File: src/include/ccr_pkg.sv
// package: register map, field layout, reset values and carriers for the counter/compare block
package ccr_pkg;

  localparam int unsigned AXI_ADDR_W = 8;
  localparam int unsigned AXI_DATA_W = 32;
  localparam int unsigned CNT_W = 16;
  localparam int unsigned BYTE_W = 8;
  localparam int unsigned NUM_CH = 3;
  localparam int unsigned NUM_TMR = 2;
  localparam int unsigned CSEL_W = 3;
  localparam int unsigned PRE_W = 11;

  // byte address = {glob, timer, index, 2'b00}; timer 0 is timer1, timer 1 is timer3
  localparam logic [3:0] IDX_CNT_LO = 4'h0;
  localparam logic [3:0] IDX_CNT_HI = 4'h1;
  localparam logic [3:0] IDX_CMPA_LO = 4'h2;
  localparam logic [3:0] IDX_CMPA_HI = 4'h3;
  localparam logic [3:0] IDX_CMPB_LO = 4'h4;
  localparam logic [3:0] IDX_CMPB_HI = 4'h5;
  localparam logic [3:0] IDX_CMPC_LO = 4'h6;
  localparam logic [3:0] IDX_CMPC_HI = 4'h7;
  localparam logic [3:0] IDX_CTRL = 4'h8;
  localparam logic [3:0] IDX_FORCE = 4'h9;
  localparam logic [3:0] IDX_STATUS = 4'h0;
  localparam logic [3:0] IDX_MASK = 4'h1;

  // clock select field and prescale divisors
  localparam logic [CSEL_W-1:0] CSEL_STOP = 3'h0;
  localparam logic [CSEL_W-1:0] CSEL_DIV1 = 3'h1;
  localparam logic [CSEL_W-1:0] CSEL_DIV8 = 3'h2;
  localparam logic [CSEL_W-1:0] CSEL_DIV64 = 3'h3;
  localparam logic [CSEL_W-1:0] CSEL_DIV256 = 3'h4;
  localparam logic [CSEL_W-1:0] CSEL_DIV1024 = 3'h5;
  localparam logic [PRE_W-1:0] DIV_1 = 11'h001;
  localparam logic [PRE_W-1:0] DIV_8 = 11'h008;
  localparam logic [PRE_W-1:0] DIV_64 = 11'h040;
  localparam logic [PRE_W-1:0] DIV_256 = 11'h100;
  localparam logic [PRE_W-1:0] DIV_1024 = 11'h400;

  localparam logic [CNT_W-1:0] CNT_RESET = 16'h0000;
  localparam logic [CNT_W-1:0] CMP_RESET = 16'h0000;
  localparam logic [BYTE_W-1:0] TEMP_RESET = 8'h00;
  localparam logic [1:0] RESP_OKAY = 2'h0;
  localparam logic [1:0] RESP_SLVERR = 2'h2;

  // one write into a timer: count load or compare loads, all carrying the same 16-bit word
  typedef struct packed {
    logic countWr;
    logic [NUM_CH-1:0] cmpWr;
    logic [CNT_W-1:0] data;
  } ccr_wr_t;

  // decoded register address
  typedef struct packed {
    logic hit;
    logic glob;
    logic tmr;
    logic [3:0] idx;
  } ccr_dec_t;

  typedef enum logic [1:0] {
    WR_COLLECT = 2'b01,
    WR_RESP = 2'b10
  } ccr_wst_t;

  typedef enum logic [1:0] {
    RD_IDLE = 2'b01,
    RD_RESP = 2'b10
  } ccr_rst_t;

endpackage

File: src/core/ccr_prescaler.sv
// prescaler that turns the system clock into timer ticks
module ccr_prescaler
  import ccr_pkg::*;
(
  input wire logic clock,
  input wire logic rst,
  input wire logic [CSEL_W-1:0] clockSel,
  output logic tick
);

  logic [PRE_W-1:0] preCnt_r;
  logic tick_r;
  logic [PRE_W-1:0] divLast;

  // divisor for a clock select code; external-pin codes are not wired here and stop the timer
  function automatic logic [PRE_W-1:0] divOf(input logic [CSEL_W-1:0] sel);
    unique case (sel)
      CSEL_DIV1: divOf = DIV_1;
      CSEL_DIV8: divOf = DIV_8;
      CSEL_DIV64: divOf = DIV_64;
      CSEL_DIV256: divOf = DIV_256;
      CSEL_DIV1024: divOf = DIV_1024;
      default: divOf = '0;
    endcase
  endfunction

  assign divLast = divOf(clockSel) - 11'h001;

  // free-running divide counter, held at zero while stopped
  always_ff @(posedge clock) begin
    if (rst || divOf(clockSel) == '0) begin
      preCnt_r <= '0;
      tick_r <= 1'b0;
    end else if (preCnt_r >= divLast) begin
      preCnt_r <= '0;
      tick_r <= 1'b1;
    end else begin
      preCnt_r <= preCnt_r + 11'h001;
      tick_r <= 1'b0;
    end
  end

  assign tick = tick_r;

endmodule

File: src/core/ccr_timer.sv
// one 16-bit counter with three compare units, match pulses and compare output pins
module ccr_timer
  import ccr_pkg::*;
(
  input wire logic clock,
  input wire logic rst,
  input wire logic tick,
  input wire ccr_wr_t wr,
  input wire logic [NUM_CH-1:0] forcedStrobe,
  output logic [CNT_W-1:0] countValue,
  output logic [NUM_CH-1:0][CNT_W-1:0] compareValue,
  output logic [NUM_CH-1:0] matchPulse,
  output logic [NUM_CH-1:0] comparePin
);

  logic [CNT_W-1:0] count_r;
  logic [NUM_CH-1:0][CNT_W-1:0] cmp_r;
  logic block_r;
  logic [NUM_CH-1:0] match_r;
  logic [NUM_CH-1:0] pin_r;
  logic [NUM_CH-1:0] matchNow;

  // a software load wins over the tick increment
  always_ff @(posedge clock) begin
    if (rst) count_r <= CNT_RESET;
    else if (wr.countWr) count_r <= wr.data; // [RL1]
    else if (tick) count_r <= count_r + 16'h0001;
  end

  // a count write arms a block that eats the compare on the next tick
  always_ff @(posedge clock) begin
    if (rst) block_r <= 1'b0;
    else if (wr.countWr) block_r <= 1'b1; // [RL4]
    else if (tick) block_r <= 1'b0;
  end

  // each channel keeps its own full-width compare word
  always_ff @(posedge clock) begin
    for (int i = 0; i < NUM_CH; i++) begin
      if (rst) cmp_r[i] <= CMP_RESET;
      else if (wr.cmpWr[i]) cmp_r[i] <= wr.data; // [RL6]
    end
  end

  // compare is evaluated on the tick; the pulse lands one clock later
  always_comb begin
    for (int i = 0; i < NUM_CH; i++) begin
      matchNow[i] = tick && !block_r && (count_r == cmp_r[i]); // [RL4]
    end
  end

  always_ff @(posedge clock) begin
    if (rst) match_r <= '0;
    else match_r <= matchNow; // [RL9]
  end

  // pin toggles on a real or forced compare; forcing never reaches the match pulse
  always_ff @(posedge clock) begin
    if (rst) pin_r <= '0;
    else pin_r <= pin_r ^ (matchNow | forcedStrobe); // [RL8] [RL10]
  end

  assign countValue = count_r;
  assign compareValue = cmp_r;
  assign matchPulse = match_r;
  assign comparePin = pin_r;

  a_match_blocked: assert property ( // [RL4]
    @(posedge clock) disable iff (rst) (tick && block_r) |=> (match_r == '0))
    else $error("compare matched on the tick right after a count write");

  a_match_follows: assert property ( // [RL9]
    @(posedge clock) disable iff (rst)
    (tick && !block_r && count_r == cmp_r[0]) |=> match_r[0])
    else $error("channel a match pulse missing one clock after equality");

  a_pin_toggle: assert property ( // [RL8]
    @(posedge clock) disable iff (rst)
    (matchNow != '0) |=> (((pin_r ^ $past(pin_r)) & $past(matchNow)) == $past(matchNow)))
    else $error("compare pin did not toggle on match");

endmodule

File: src/core/ccr_counter_compare_regs16.sv
// counter and compare registers of two 16-bit timers behind an axi4-lite slave
//
// Function
// (RL1) The count of each timer is a high and a low byte location that software reads and writes.
// (RL2) Count accesses pass a shared high-byte holding register so both bytes move at once.
// (RL3) One holding register serves every 16-bit register of both timers.
// (RL4) A count write suppresses compare matches on all channels at the next timer tick.
// (RL5) Software should not change a running count, since a match may then be missed.
// (RL6) Every compare channel of both timers owns its own 16-bit compare register.
// (RL7) Compare writes go through the holding register so both bytes take effect together.
// (RL8) A match can raise an interrupt or toggle the channel's compare output pin.
// (RL9) A channel's match flag is set in the tick cycle after count equals its compare value.
// (RL10) A forced compare strobe does not set the forced channel's match flag.
// (RL11) Software writes high then low to commit, and reads low then high from the holding byte.
//
// Implementation choices: the AXI4-Lite register port and the register offsets.
module ccr_counter_compare_regs16
  import ccr_pkg::*;
(
  input wire logic clock,
  input wire logic rst,
  input wire logic [AXI_ADDR_W-1:0] awaddr,
  input wire logic awvalid,
  output logic awready,
  input wire logic [AXI_DATA_W-1:0] wdata,
  input wire logic [3:0] wstrb,
  input wire logic wvalid,
  output logic wready,
  output logic [1:0] bresp,
  output logic bvalid,
  input wire logic bready,
  input wire logic [AXI_ADDR_W-1:0] araddr,
  input wire logic arvalid,
  output logic arready,
  output logic [AXI_DATA_W-1:0] rdata,
  output logic [1:0] rresp,
  output logic rvalid,
  input wire logic rready,
  output logic irq,
  output logic [NUM_CH-1:0] timer1ComparePin,
  output logic [NUM_CH-1:0] timer3ComparePin
);

  localparam int unsigned NUM_EV = NUM_TMR * NUM_CH;

  ////////////////////////////////////////////////////////////////////////////////
  // declarations

  ccr_wst_t wrState_r;
  ccr_rst_t rdState_r;
  logic awready_r;
  logic wready_r;
  logic bvalid_r;
  logic [1:0] bresp_r;
  logic arready_r;
  logic rvalid_r;
  logic [1:0] rresp_r;
  logic [AXI_DATA_W-1:0] rdata_r;
  logic [AXI_ADDR_W-1:0] awAddr_r;
  logic [BYTE_W-1:0] wData_r;
  logic wStrb_r;
  logic [BYTE_W-1:0] temp_r;
  logic [CSEL_W-1:0] clockSel_r [NUM_TMR];
  logic [NUM_EV-1:0] status_r;
  logic [NUM_EV-1:0] status_nxt;
  logic [NUM_EV-1:0] mask_r;
  logic irq_r;

  ccr_dec_t wDec;
  ccr_dec_t rDec;
  logic doWrite;
  logic wrLive;
  logic readAccept;
  logic tempWrite;
  logic tempLatch;
  logic [BYTE_W-1:0] latchByte;
  logic [BYTE_W-1:0] rByte;
  logic [NUM_EV-1:0] statusClr;
  logic [CNT_W-1:0] commitWord;

  ccr_wr_t tmrWr [NUM_TMR];
  logic [NUM_CH-1:0] forceStrobe [NUM_TMR];
  logic tick [NUM_TMR];
  logic [CNT_W-1:0] cntVal [NUM_TMR];
  logic [NUM_CH-1:0][CNT_W-1:0] cmpVal [NUM_TMR];
  logic [NUM_CH-1:0] matchVec [NUM_TMR];
  logic [NUM_CH-1:0] pinVec [NUM_TMR];

  ////////////////////////////////////////////////////////////////////////////////
  // address decode, shared by the write and read sides

  function automatic ccr_dec_t decodeAddr(input logic [AXI_ADDR_W-1:0] a);
    ccr_dec_t d;
    d.glob = a[7];
    d.tmr = a[6];
    d.idx = a[5:2];
    if (a[1:0] != 2'b00) d.hit = 1'b0;
    else if (a[7]) d.hit = !a[6] && (a[5:2] <= IDX_MASK);
    else d.hit = (a[5:2] <= IDX_FORCE);
    return d;
  endfunction

  // compare channel addressed by a low or high compare index
  function automatic logic [1:0] cmpChan(input logic [3:0] idx);
    return 2'(idx[2:1] - 2'b01);
  endfunction

  assign wDec = decodeAddr(awAddr_r);
  assign rDec = decodeAddr(araddr);

  ////////////////////////////////////////////////////////////////////////////////
  // axi4-lite write channel: address and data taken in either order, then one response

  assign doWrite = (wrState_r == WR_COLLECT) && !awready_r && !wready_r;
  assign wrLive = doWrite && wDec.hit && wStrb_r;

  always_ff @(posedge clock) begin
    if (rst) begin
      wrState_r <= WR_COLLECT;
      awready_r <= 1'b1;
      wready_r <= 1'b1;
      bvalid_r <= 1'b0;
      bresp_r <= RESP_OKAY;
    end else begin
      unique case (wrState_r)
        WR_COLLECT: begin
          if (awvalid && awready_r) awready_r <= 1'b0;
          if (wvalid && wready_r) wready_r <= 1'b0;
          if (doWrite) begin
            bvalid_r <= 1'b1;
            bresp_r <= wDec.hit ? RESP_OKAY : RESP_SLVERR;
            wrState_r <= WR_RESP;
          end
        end
        WR_RESP: begin
          if (bready) begin
            bvalid_r <= 1'b0;
            awready_r <= 1'b1;
            wready_r <= 1'b1;
            wrState_r <= WR_COLLECT;
          end
        end
      endcase
    end
  end

  // payload capture; only byte lane 0 carries data, other lanes are ignored
  always_ff @(posedge clock) begin
    if (rst) begin
      awAddr_r <= '0;
      wData_r <= '0;
      wStrb_r <= 1'b0;
    end else begin
      if (awvalid && awready_r) awAddr_r <= awaddr;
      if (wvalid && wready_r) begin
        wData_r <= wdata[BYTE_W-1:0];
        wStrb_r <= wstrb[0];
      end
    end
  end

  ////////////////////////////////////////////////////////////////////////////////
  // shared high-byte holding register

  assign tempWrite = wrLive && !wDec.glob && wDec.idx[0] && (wDec.idx <= IDX_CMPC_HI);
  assign tempLatch = readAccept && rDec.hit && !rDec.glob && (rDec.idx == IDX_CNT_LO);
  assign latchByte = cntVal[rDec.tmr][CNT_W-1:BYTE_W];
  assign commitWord = {temp_r, wData_r};

  // a high-byte write beats a simultaneous low-count read latch
  always_ff @(posedge clock) begin
    if (rst) temp_r <= TEMP_RESET;
    else if (tempWrite) temp_r <= wData_r; // [RL2] [RL3] [RL7]
    else if (tempLatch) temp_r <= latchByte; // [RL2] [RL3]
  end

  // low-byte writes commit the held high byte with the new low byte in one clock
  always_comb begin
    for (int t = 0; t < NUM_TMR; t++) begin
      tmrWr[t] = '0;
      tmrWr[t].data = commitWord; // [RL2] [RL7]
      forceStrobe[t] = '0;
    end
    if (wrLive && !wDec.glob) begin
      unique case (wDec.idx)
        IDX_CNT_LO: tmrWr[wDec.tmr].countWr = 1'b1; // [RL1]
        IDX_CMPA_LO, IDX_CMPB_LO, IDX_CMPC_LO: begin
          tmrWr[wDec.tmr].cmpWr[cmpChan(wDec.idx)] = 1'b1; // [RL6] [RL7]
        end
        IDX_FORCE: forceStrobe[wDec.tmr] = wData_r[NUM_CH-1:0]; // [RL10]
        default: ;
      endcase
    end
  end

  // clock select per timer
  always_ff @(posedge clock) begin
    for (int t = 0; t < NUM_TMR; t++) begin
      if (rst) clockSel_r[t] <= CSEL_STOP;
      else if (wrLive && !wDec.glob && wDec.idx == IDX_CTRL && wDec.tmr == t[0]) begin
        clockSel_r[t] <= wData_r[CSEL_W-1:0];
      end
    end
  end

  ////////////////////////////////////////////////////////////////////////////////
  // timers

  for (genvar g = 0; g < NUM_TMR; g++) begin : gTimer
    ccr_prescaler uPre (
      .clock(clock),
      .rst(rst),
      .clockSel(clockSel_r[g]),
      .tick(tick[g])
    );
    ccr_timer uTmr (
      .clock(clock),
      .rst(rst),
      .tick(tick[g]),
      .wr(tmrWr[g]),
      .forcedStrobe(forceStrobe[g]),
      .countValue(cntVal[g]),
      .compareValue(cmpVal[g]),
      .matchPulse(matchVec[g]),
      .comparePin(pinVec[g])
    );
  end

  assign timer1ComparePin = pinVec[0]; // [RL8]
  assign timer3ComparePin = pinVec[1];

  ////////////////////////////////////////////////////////////////////////////////
  // axi4-lite read channel: one read at a time, data one clock after acceptance

  assign readAccept = arvalid && arready_r;

  // read mux; the count high byte comes from the holding register, compares read directly
  always_comb begin
    rByte = '0;
    if (rDec.glob) begin
      if (rDec.idx == IDX_STATUS) rByte = 8'(status_r);
      else rByte = 8'(mask_r);
    end else begin
      unique case (rDec.idx)
        IDX_CNT_LO: rByte = cntVal[rDec.tmr][BYTE_W-1:0]; // [RL1]
        IDX_CNT_HI: rByte = temp_r; // [RL2]
        IDX_CMPA_LO, IDX_CMPB_LO, IDX_CMPC_LO: begin
          rByte = cmpVal[rDec.tmr][cmpChan(rDec.idx)][BYTE_W-1:0];
        end
        IDX_CMPA_HI, IDX_CMPB_HI, IDX_CMPC_HI: begin
          rByte = cmpVal[rDec.tmr][cmpChan(rDec.idx)][CNT_W-1:BYTE_W];
        end
        IDX_CTRL: rByte = 8'(clockSel_r[rDec.tmr]);
        default: rByte = '0;
      endcase
    end
    if (!rDec.hit) rByte = '0;
  end

  always_ff @(posedge clock) begin
    if (rst) begin
      rdState_r <= RD_IDLE;
      arready_r <= 1'b1;
      rvalid_r <= 1'b0;
      rresp_r <= RESP_OKAY;
      rdata_r <= '0;
    end else begin
      unique case (rdState_r)
        RD_IDLE: begin
          if (readAccept) begin
            arready_r <= 1'b0;
            rvalid_r <= 1'b1;
            rresp_r <= rDec.hit ? RESP_OKAY : RESP_SLVERR;
            rdata_r <= 32'(rByte);
            rdState_r <= RD_RESP;
          end
        end
        RD_RESP: begin
          if (rready) begin
            rvalid_r <= 1'b0;
            arready_r <= 1'b1;
            rdState_r <= RD_IDLE;
          end
        end
      endcase
    end
  end

  ////////////////////////////////////////////////////////////////////////////////
  // match status, mask and interrupt

  // reading status clears it, but a match in the same clock survives
  always_comb begin
    statusClr = '0;
    if (readAccept && rDec.hit && rDec.glob && rDec.idx == IDX_STATUS) statusClr = '1;
    status_nxt = (status_r & ~statusClr) | {matchVec[1], matchVec[0]}; // [RL9]
  end

  always_ff @(posedge clock) begin
    if (rst) status_r <= '0;
    else status_r <= status_nxt;
  end

  always_ff @(posedge clock) begin
    if (rst) mask_r <= '0;
    else if (wrLive && wDec.glob && wDec.idx == IDX_MASK) mask_r <= wData_r[NUM_EV-1:0];
  end

  // registered level, one clock behind the status and mask
  always_ff @(posedge clock) begin
    if (rst) irq_r <= 1'b0;
    else irq_r <= |(status_r & mask_r); // [RL8]
  end

  assign awready = awready_r;
  assign wready = wready_r;
  assign bvalid = bvalid_r;
  assign bresp = bresp_r;
  assign arready = arready_r;
  assign rvalid = rvalid_r;
  assign rresp = rresp_r;
  assign rdata = rdata_r;
  assign irq = irq_r;

  ////////////////////////////////////////////////////////////////////////////////
  // checks

  a_temp_latch: assert property ( // [RL2]
    @(posedge clock) disable iff (rst)
    (tempLatch && !tempWrite) |=> (temp_r == $past(latchByte)))
    else $error("holding byte not latched by count low read");

  a_shared_temp: assert property ( // [RL3]
    @(posedge clock) disable iff (rst) tempWrite |=> (temp_r == $past(wData_r)))
    else $error("high byte write did not load the holding byte");

  a_count_commit: assert property ( // [RL1]
    @(posedge clock) disable iff (rst)
    (wrLive && !wDec.glob && !wDec.tmr && wDec.idx == IDX_CNT_LO)
    |=> (cntVal[0] == $past(commitWord)))
    else $error("count low write did not commit both bytes");

  a_low_commit: assert property ( // [RL7]
    @(posedge clock) disable iff (rst)
    (wrLive && !wDec.glob && wDec.tmr && wDec.idx == IDX_CMPB_LO)
    |=> (cmpVal[1][1] == $past(commitWord)))
    else $error("compare low write did not commit both bytes");

  a_force_no_flag: assert property ( // [RL10]
    @(posedge clock) disable iff (rst)
    (forceStrobe[0][0] && !matchVec[0][0] && !status_r[0]) |=> !status_r[0])
    else $error("forced strobe set a match flag");

  a_status_set: assert property ( // [RL9]
    @(posedge clock) disable iff (rst)
    (matchVec[0] != '0)
    |=> ((status_r[NUM_CH-1:0] & $past(matchVec[0])) == $past(matchVec[0])))
    else $error("match pulse did not set its status bit");

  a_irq_level: assert property ( // [RL8]
    @(posedge clock) disable iff (rst) (|(status_r & mask_r)) |=> irq_r)
    else $error("unmasked status did not raise the interrupt");

endmodule

File: config.mk
export PLATFORM = sky130hd
export DESIGN_NAME = ccr_counter_compare_regs16
export DESIGN_NICKNAME = d
export VERILOG_FILES = /design/src/include/ccr_pkg.sv /design/src/core/ccr_prescaler.sv /design/src/core/ccr_timer.sv /design/src/core/ccr_counter_compare_regs16.sv
export SDC_FILE = /design/constraint.sdc
export NUM_CORES = 1
export LEC_CHECK = 0
export BUFFER_PORTS_ARGS = -buffer_cell sky130_fd_sc_hd__buf_2
export CAP_MARGIN = 20
export CORE_MARGIN = 2
export CORE_UTILIZATION = 50
export CTS_CLUSTER_DIAMETER = 120
export DETAILED_ROUTE_END_ITERATION = 10
export GPL_TIMING_DRIVEN = 0
export PLACE_DENSITY = 0.71
export REMOVE_ABC_BUFFERS = 1
export SETUP_SLACK_MARGIN = 0.05
export SYNTH_ARGS = -nofsm -noshare
export SYNTH_HDL_FRONTEND = slang
export SYNTH_SLANG_ARGS = --single-unit
File: constraint.sdc
create_clock -name clock -period 3.96 [get_ports clock]
set_clock_uncertainty 0.05 [all_clocks]
set_input_delay 0.396 -clock clock [delete_from_list [all_inputs] [get_ports clock]]
set_output_delay 0.396 -clock clock [all_outputs]
set_load 0.05 [all_outputs]
After elaboration in Yosys (flattened, before gate mapping)
Memories as Yosys holds them, arrays and structs flattened.
Index checks and enable logic that the tools add are counted.
{"block": "totals", "mem_count": 1, "mem_bits_rw": 6, "register_bits": 225, "output_inout_bits": 48, "wordCells": 251, "inputBits": 59}
{"block": "op_classes", "n_bitwise": 14, "magnitude_cmp": 13, "muxes": 77, "n_addsub": 8, "n_eq_ne": 40, "n_reduce_logical": 63}
{"name": "clockSel_r", "words": 2, "width": 3, "read_ports": 3, "rd_clocked_by_memory_dff": 0, "wr": 2, "line": "ccr_counter_compare_regs16.sv:63", "rtl": "logic [CSEL_W-1:0] clockSel_r [NUM_TMR];"}
{"op": "$mux 48", "count": 3}
{"op": "$mux 16", "count": 8}
{"op": "$pmux 11 s5", "count": 2}
{"op": "$eq 16x16->1", "count": 6}
{"op": "$bwmux 40", "count": 2}
{"op": "$pmux 40 s2", "count": 1}
{"op": "$demux 20 s1", "count": 2}
{"op": "$mux 40", "count": 1}
{"op": "$pmux 8 s5", "count": 1}
{"op": "$add 16x1->16 const B", "count": 2}
{"op": "$bmux 16 s2", "count": 1}
{"op": "$logic_and 1x1->1", "count": 32}
{"op": "$mux 8", "count": 4}
{"op": "$mux 1", "count": 28}
{"op": "$eq 4x3->1 const B", "count": 6}
{"op": "$mux 6", "count": 4}
{"op": "$add 11x1->11 const B", "count": 2}
{"op": "$ge 11x11->1", "count": 2}
{"op": "$logic_not 11->1", "count": 2}
{"op": "$sub 11x1->11 const B", "count": 2}
{"op": "$mux 20", "count": 1}
{"op": "$mux 19", "count": 1}
{"op": "$and 6x6->6", "count": 3}
{"op": "$eq 3x2->1 const B", "count": 4}
{"op": "other kinds (38)", "count": 95}

Longest topological paths before layout
{"block": "logic_depth", "word_depth": 13, "depth_mapped": 13, "ltp_nobuf": 11}

Cells and area by module
A second synthesis with hierarchy kept.
{"block": "hier_totals", "hier_cells": 1488, "area_unflattened_um2": 13208.9}
{"mod": "ccr_timer", "seq_area_each_um2": 1421.4, "cells_per_inst": 385, "instances": 2, "area_each_um2": 3580.9}
{"mod": "ccr_counter_compare_regs16", "seq_area_each_um2": 1261.2, "cells_per_inst": 498, "instances": 1, "area_each_um2": 4145.2}
{"mod": "ccr_prescaler", "seq_area_each_um2": 240.2, "cells_per_inst": 110, "instances": 2, "area_each_um2": 950.9}

Least setup slack after synthesis
OpenSTA, ideal clock, no wires.
{"block": "synth_path", "kind": "reg2reg", "startpoint": "reg wready_r (netlist: wready)", "endpoint": "mem clockSel_r[0][0], enable pin", "stages_incl_launch_ff": 8, "setup_time_ps": 344, "n_path_buf": 3, "synth_period_minus_slack_ps": 2811, "setup_slack_ps": 1149, "required_time_ps": 3566, "arrival_ps": 2417, "path_cell_list": "dfxtp_1 -> or4b_1 -> buf_2 -> nor4_4 -> clkbuf_1 -> buf_2 -> inv_1 -> o21ai_0"}
{"element": "start, declared", "line": "ccr_counter_compare_regs16.sv:52", "rtl": "logic wready_r;"}
{"element": "start signal, assigned", "line": "ccr_counter_compare_regs16.sv:121", "rtl": "wready_r <= 1'b1;"}
{"element": "start signal, assigned", "line": "ccr_counter_compare_regs16.sv:128", "rtl": "if (wvalid && wready_r) wready_r <= 1'b0;"}
{"element": "start signal, assigned", "line": "ccr_counter_compare_regs16.sv:139", "rtl": "wready_r <= 1'b1;"}
{"element": "end, declared", "line": "ccr_counter_compare_regs16.sv:63"}

Worst setup path after layout
{"block": "layout_path", "startpoint": "reg wready_r (netlist: wready)", "endpoint": "reg gTimer[0].uTmr.cmp_r (netlist bit gTimer[0].uTmr.compareValue[19])"}
{"block": "layout_between", "elab_chain_cells": 6}
{"element": "$logic_not 1->1", "line": "ccr_counter_compare_regs16.sv:114", "rtl": "assign doWrite = (wrState_r == WR_COLLECT) && !awready_r && !wready_r;"}
{"element": "$logic_and 1x1->1", "line": "ccr_counter_compare_regs16.sv:114"}
{"element": "$logic_and 1x1->1 (2 in a row)", "line": "ccr_counter_compare_regs16.sv:115", "rtl": "assign wrLive = doWrite && wDec.hit && wStrb_r;"}
{"element": "$logic_and 1x1->1", "line": "ccr_counter_compare_regs16.sv:184", "rtl": "if (wrLive && !wDec.glob) begin"}
{"element": "$mux 40", "line": "ccr_counter_compare_regs16.sv:184"}
{"element": "end signal, assigned by index", "line": "ccr_timer.sv:41", "rtl": "else if (wr.cmpWr[i]) cmp_r[i] <= wr.data;"}
{"element": "end, declared", "line": "ccr_timer.sv:17", "rtl": "logic [NUM_CH-1:0][CNT_W-1:0] cmp_r;"}
Every way passes these cells.
A chain may end at the register's enable or synchronous reset.

==> flow_metrics.env <==
export IMPL_status="finished clean"
export IMPL_grt_pass1_vias=9981
export IMPL_hold_path_class="in -> reg"
export IMPL_async_flop_share=0
export IMPL_io_pins=107
export IMPL_timing_final_crit_share=0.920
export IMPL_cts_root_buf="clkbuf_16"
export IMPL_htree_levels=1
export IMPL_crit_arrival_ns=4.00
export IMPL_yosysWarnings=0
export IMPL_fp_row_count=58
export IMPL_grt_max_degree=109
export IMPL_hpwl_um=25700
export IMPL_fin_total_pwr_mw=5.25
export IMPL_postCtsHoldBufs=0
export IMPL_setup_violations=0
export IMPL_hold_violations=0
export IMPL_worst_pin_slew_ns=1.15
export IMPL_tritoncts="done"
export IMPL_synth_seq_area_share=0.364
export IMPL_maxSlewHeadroom=0.231
export IMPL_initial_core_util=0.504
export IMPL_die_h_um=163
export IMPL_drive_above_1_share=0.106
export IMPL_ant_nets=0
export IMPL_max_vdd_ir_drop_uv=312
export IMPL_synthFlopType="dfxtp_1"
export IMPL_n_antenna_cell=0
export IMPL_finalWeightedCongestion=0.915
export IMPL_max_freq_mhz=275
export IMPL_layout_min_cycle_time_ns=3.64
export IMPL_routedWlPerCell_um=20.1
export IMPL_grt_overflow_total=0
export IMPL_layout_commonest_cell="dfxtp_1"
export IMPL_ys_ff_latch=226
export IMPL_cts_sinks=226
export IMPL_synth_edf_count=6
export IMPL_grt_pass1_wl_um=56400
export IMPL_cts_inserted_buffers=26
export IMPL_fin_nets=1543
export IMPL_worstSkewPairLatency_ns=0.54
export IMPL_path_max_fanout=17
export IMPL_antenna_found_initial=0
export IMPL_grtUsageTotal=0.270
export IMPL_p_leak_nw=5.78
export IMPL_path_class="reg -> reg"
export IMPL_crit_required_ns=4.32
export IMPL_die_w_um=163
export IMPL_totalWireLength_um=36200
export IMPL_drt_iter0_drc=1186
export IMPL_cts_setup_buffers=0
export IMPL_endpoint_kind="flop"
export IMPL_core_area_um2=25000
export IMPL_setup_tns_ns=0
export IMPL_drc=0
export IMPL_clk_pin_slew_ns=0.07
export IMPL_clock_path_buffers=3
export IMPL_io_buffers=53
export IMPL_layout_area_overhead_vs_synth_pct=9.36
export IMPL_maxCapViolCount=0
export IMPL_syn_inst=1489
export IMPL_drt_vias_per_instance=6.01
export IMPL_maxSlewViolCount=0
export IMPL_dieArea_um2=26500
export IMPL_first_pass_iters=5
export IMPL_final_cell_mix="dfxtp_1, nand2_1, nor2_1"
export IMPL_powerDensity_nw_per_um2=381
export IMPL_ys_types=68
export IMPL_rsz0062_at_grt="false"
export IMPL_syn_area_um2=12600
export IMPL_vias=10837
export IMPL_syn_area_per_cell_um2=8.46
export IMPL_start_kind="flop"
[cell families after synthesis]
group                      share of synthesized area
AOI/OAI and AO/OA                              0.118
xor gates and xnor gates                       0.100
adders and majority gates                     0.0318
buffers and inverters                         0.0616
DFF                                            0.364
muxes                                          0.105
other                                       0.000298
and+or+nand+nor                                0.219
[cell usage after synthesis, types with 12 or more instances]
cell type | count | share of area
dfxtp_1 | 220 | 0.35
nand2_1 | 154 | 0.046
nor2_1 | 137 | 0.041
clkbuf_1 | 112 | 0.033
a21oi_1 | 97 | 0.039
nand3_1 | 95 | 0.038
mux2i_1 | 87 | 0.069
xor2_1 | 80 | 0.056
xnor2_1 | 64 | 0.045
o21ai_0 | 35 | 0.014
ha_1 | 32 | 0.032
nor3_1 | 28 | 0.011
a211oi_1 | 27 | 0.016
buf_4 | 26 | 0.016
nor4_1 | 25 | 0.012
nand4_1 | 21 | 0.010
inv_1 | 20 | 0.0060
and2_1 | 15 | 0.0075
mux4_2 | 15 | 0.027
a221oi_1 | 13 | 0.0090
and3_1 | 13 | 0.0065
buf_1 | 12 | 0.0036
[final timing paths]
path                                                   start  slack [ns]                         endpoint  cells past startpoint
worst max-delay path                                  wready        0.32  gTimer[0].uTmr.compareValue[19]                      6
worst min-delay path                               awaddr[5]        0.06                      awAddr_r[5]                      3
worst max register to register                        wready        0.32  gTimer[0].uTmr.compareValue[19]                      6
worst min register to register  gTimer[0].uTmr.matchPulse[2]        0.39                      status_r[2]                      2
[sequential cells by signal, indices dropped and copies added, names as in the netlist, 8 cells and up]
register,count
temp_r,8
rdata,8
wData_r,8
gTimer.uTmr.countValue,32
awAddr_r,8
gTimer.uTmr.compareValue,96
gTimer.uPre.preCnt_r,22
[routing by layer]
| metal | share of wire | track usage |
|---|---|---|
| met4 | 0.043 | 0.106 |
| met5 | 0.0011 | 0.0133 |
| met3 | 0.085 | 0.0400 |
| met1 | 0.42 | 0.366 |
| met2 | 0.46 | 0.433 |
[where the power goes]
| group | internal [mW] | switching [mW] | total (mW) |
|---|---|---|---|
| Clock | 1.52 | 0.982 | 2.50 |
| Combinational | 0.106 | 0.269 | 0.375 |
| Sequential | 2.31 | 0.0681 | 2.38 |
[repair_timing]
action                                 4_1_cts  5_1_grt
resized for setup                            0        1
setup endpoints to repair                    0       16
endpoints found under the hold margin        0        0
[stage by stage]
stage / hold WS (ns) / utilization / setup slack, ns / area [µm²] / instances
after floorplan: 0.363 / - / -0.338 / 12000 / 1356
after global placement: 0.372 / 0.507 / -4.19 / 12700 / 1739
after detailed placement: 0.388 / 0.515 / 0.172 / 12900 / 1754
after CTS: 0.0559 / 0.551 / 0.160 / 13800 / 1802
after global routing: 0.0797 / 0.552 / 0.124 / 13800 / 1802
final: 0.0647 / 0.552 / 0.317 / 13800 / 1802
[critical path, cell delays in order (launching register included)]
cell	delay, ns
dfxtp_1	0.46
or4b_1	0.78
nor4_4	1.06
buf_8	0.26
nand2_1	0.48
mux2i_1	0.35
nor2_1	0.05
[area by class of cell]
class	instances	area, µm²
fillers	2315	11200
multi-input cells	1110	7350
flip-flops and latches	226	4580
clock buffers	35	746
repair buffers	68	450
well taps	330	413
clock inverters	13	149
inverters	20	75.1
Power figures use the tool's default switching activity.
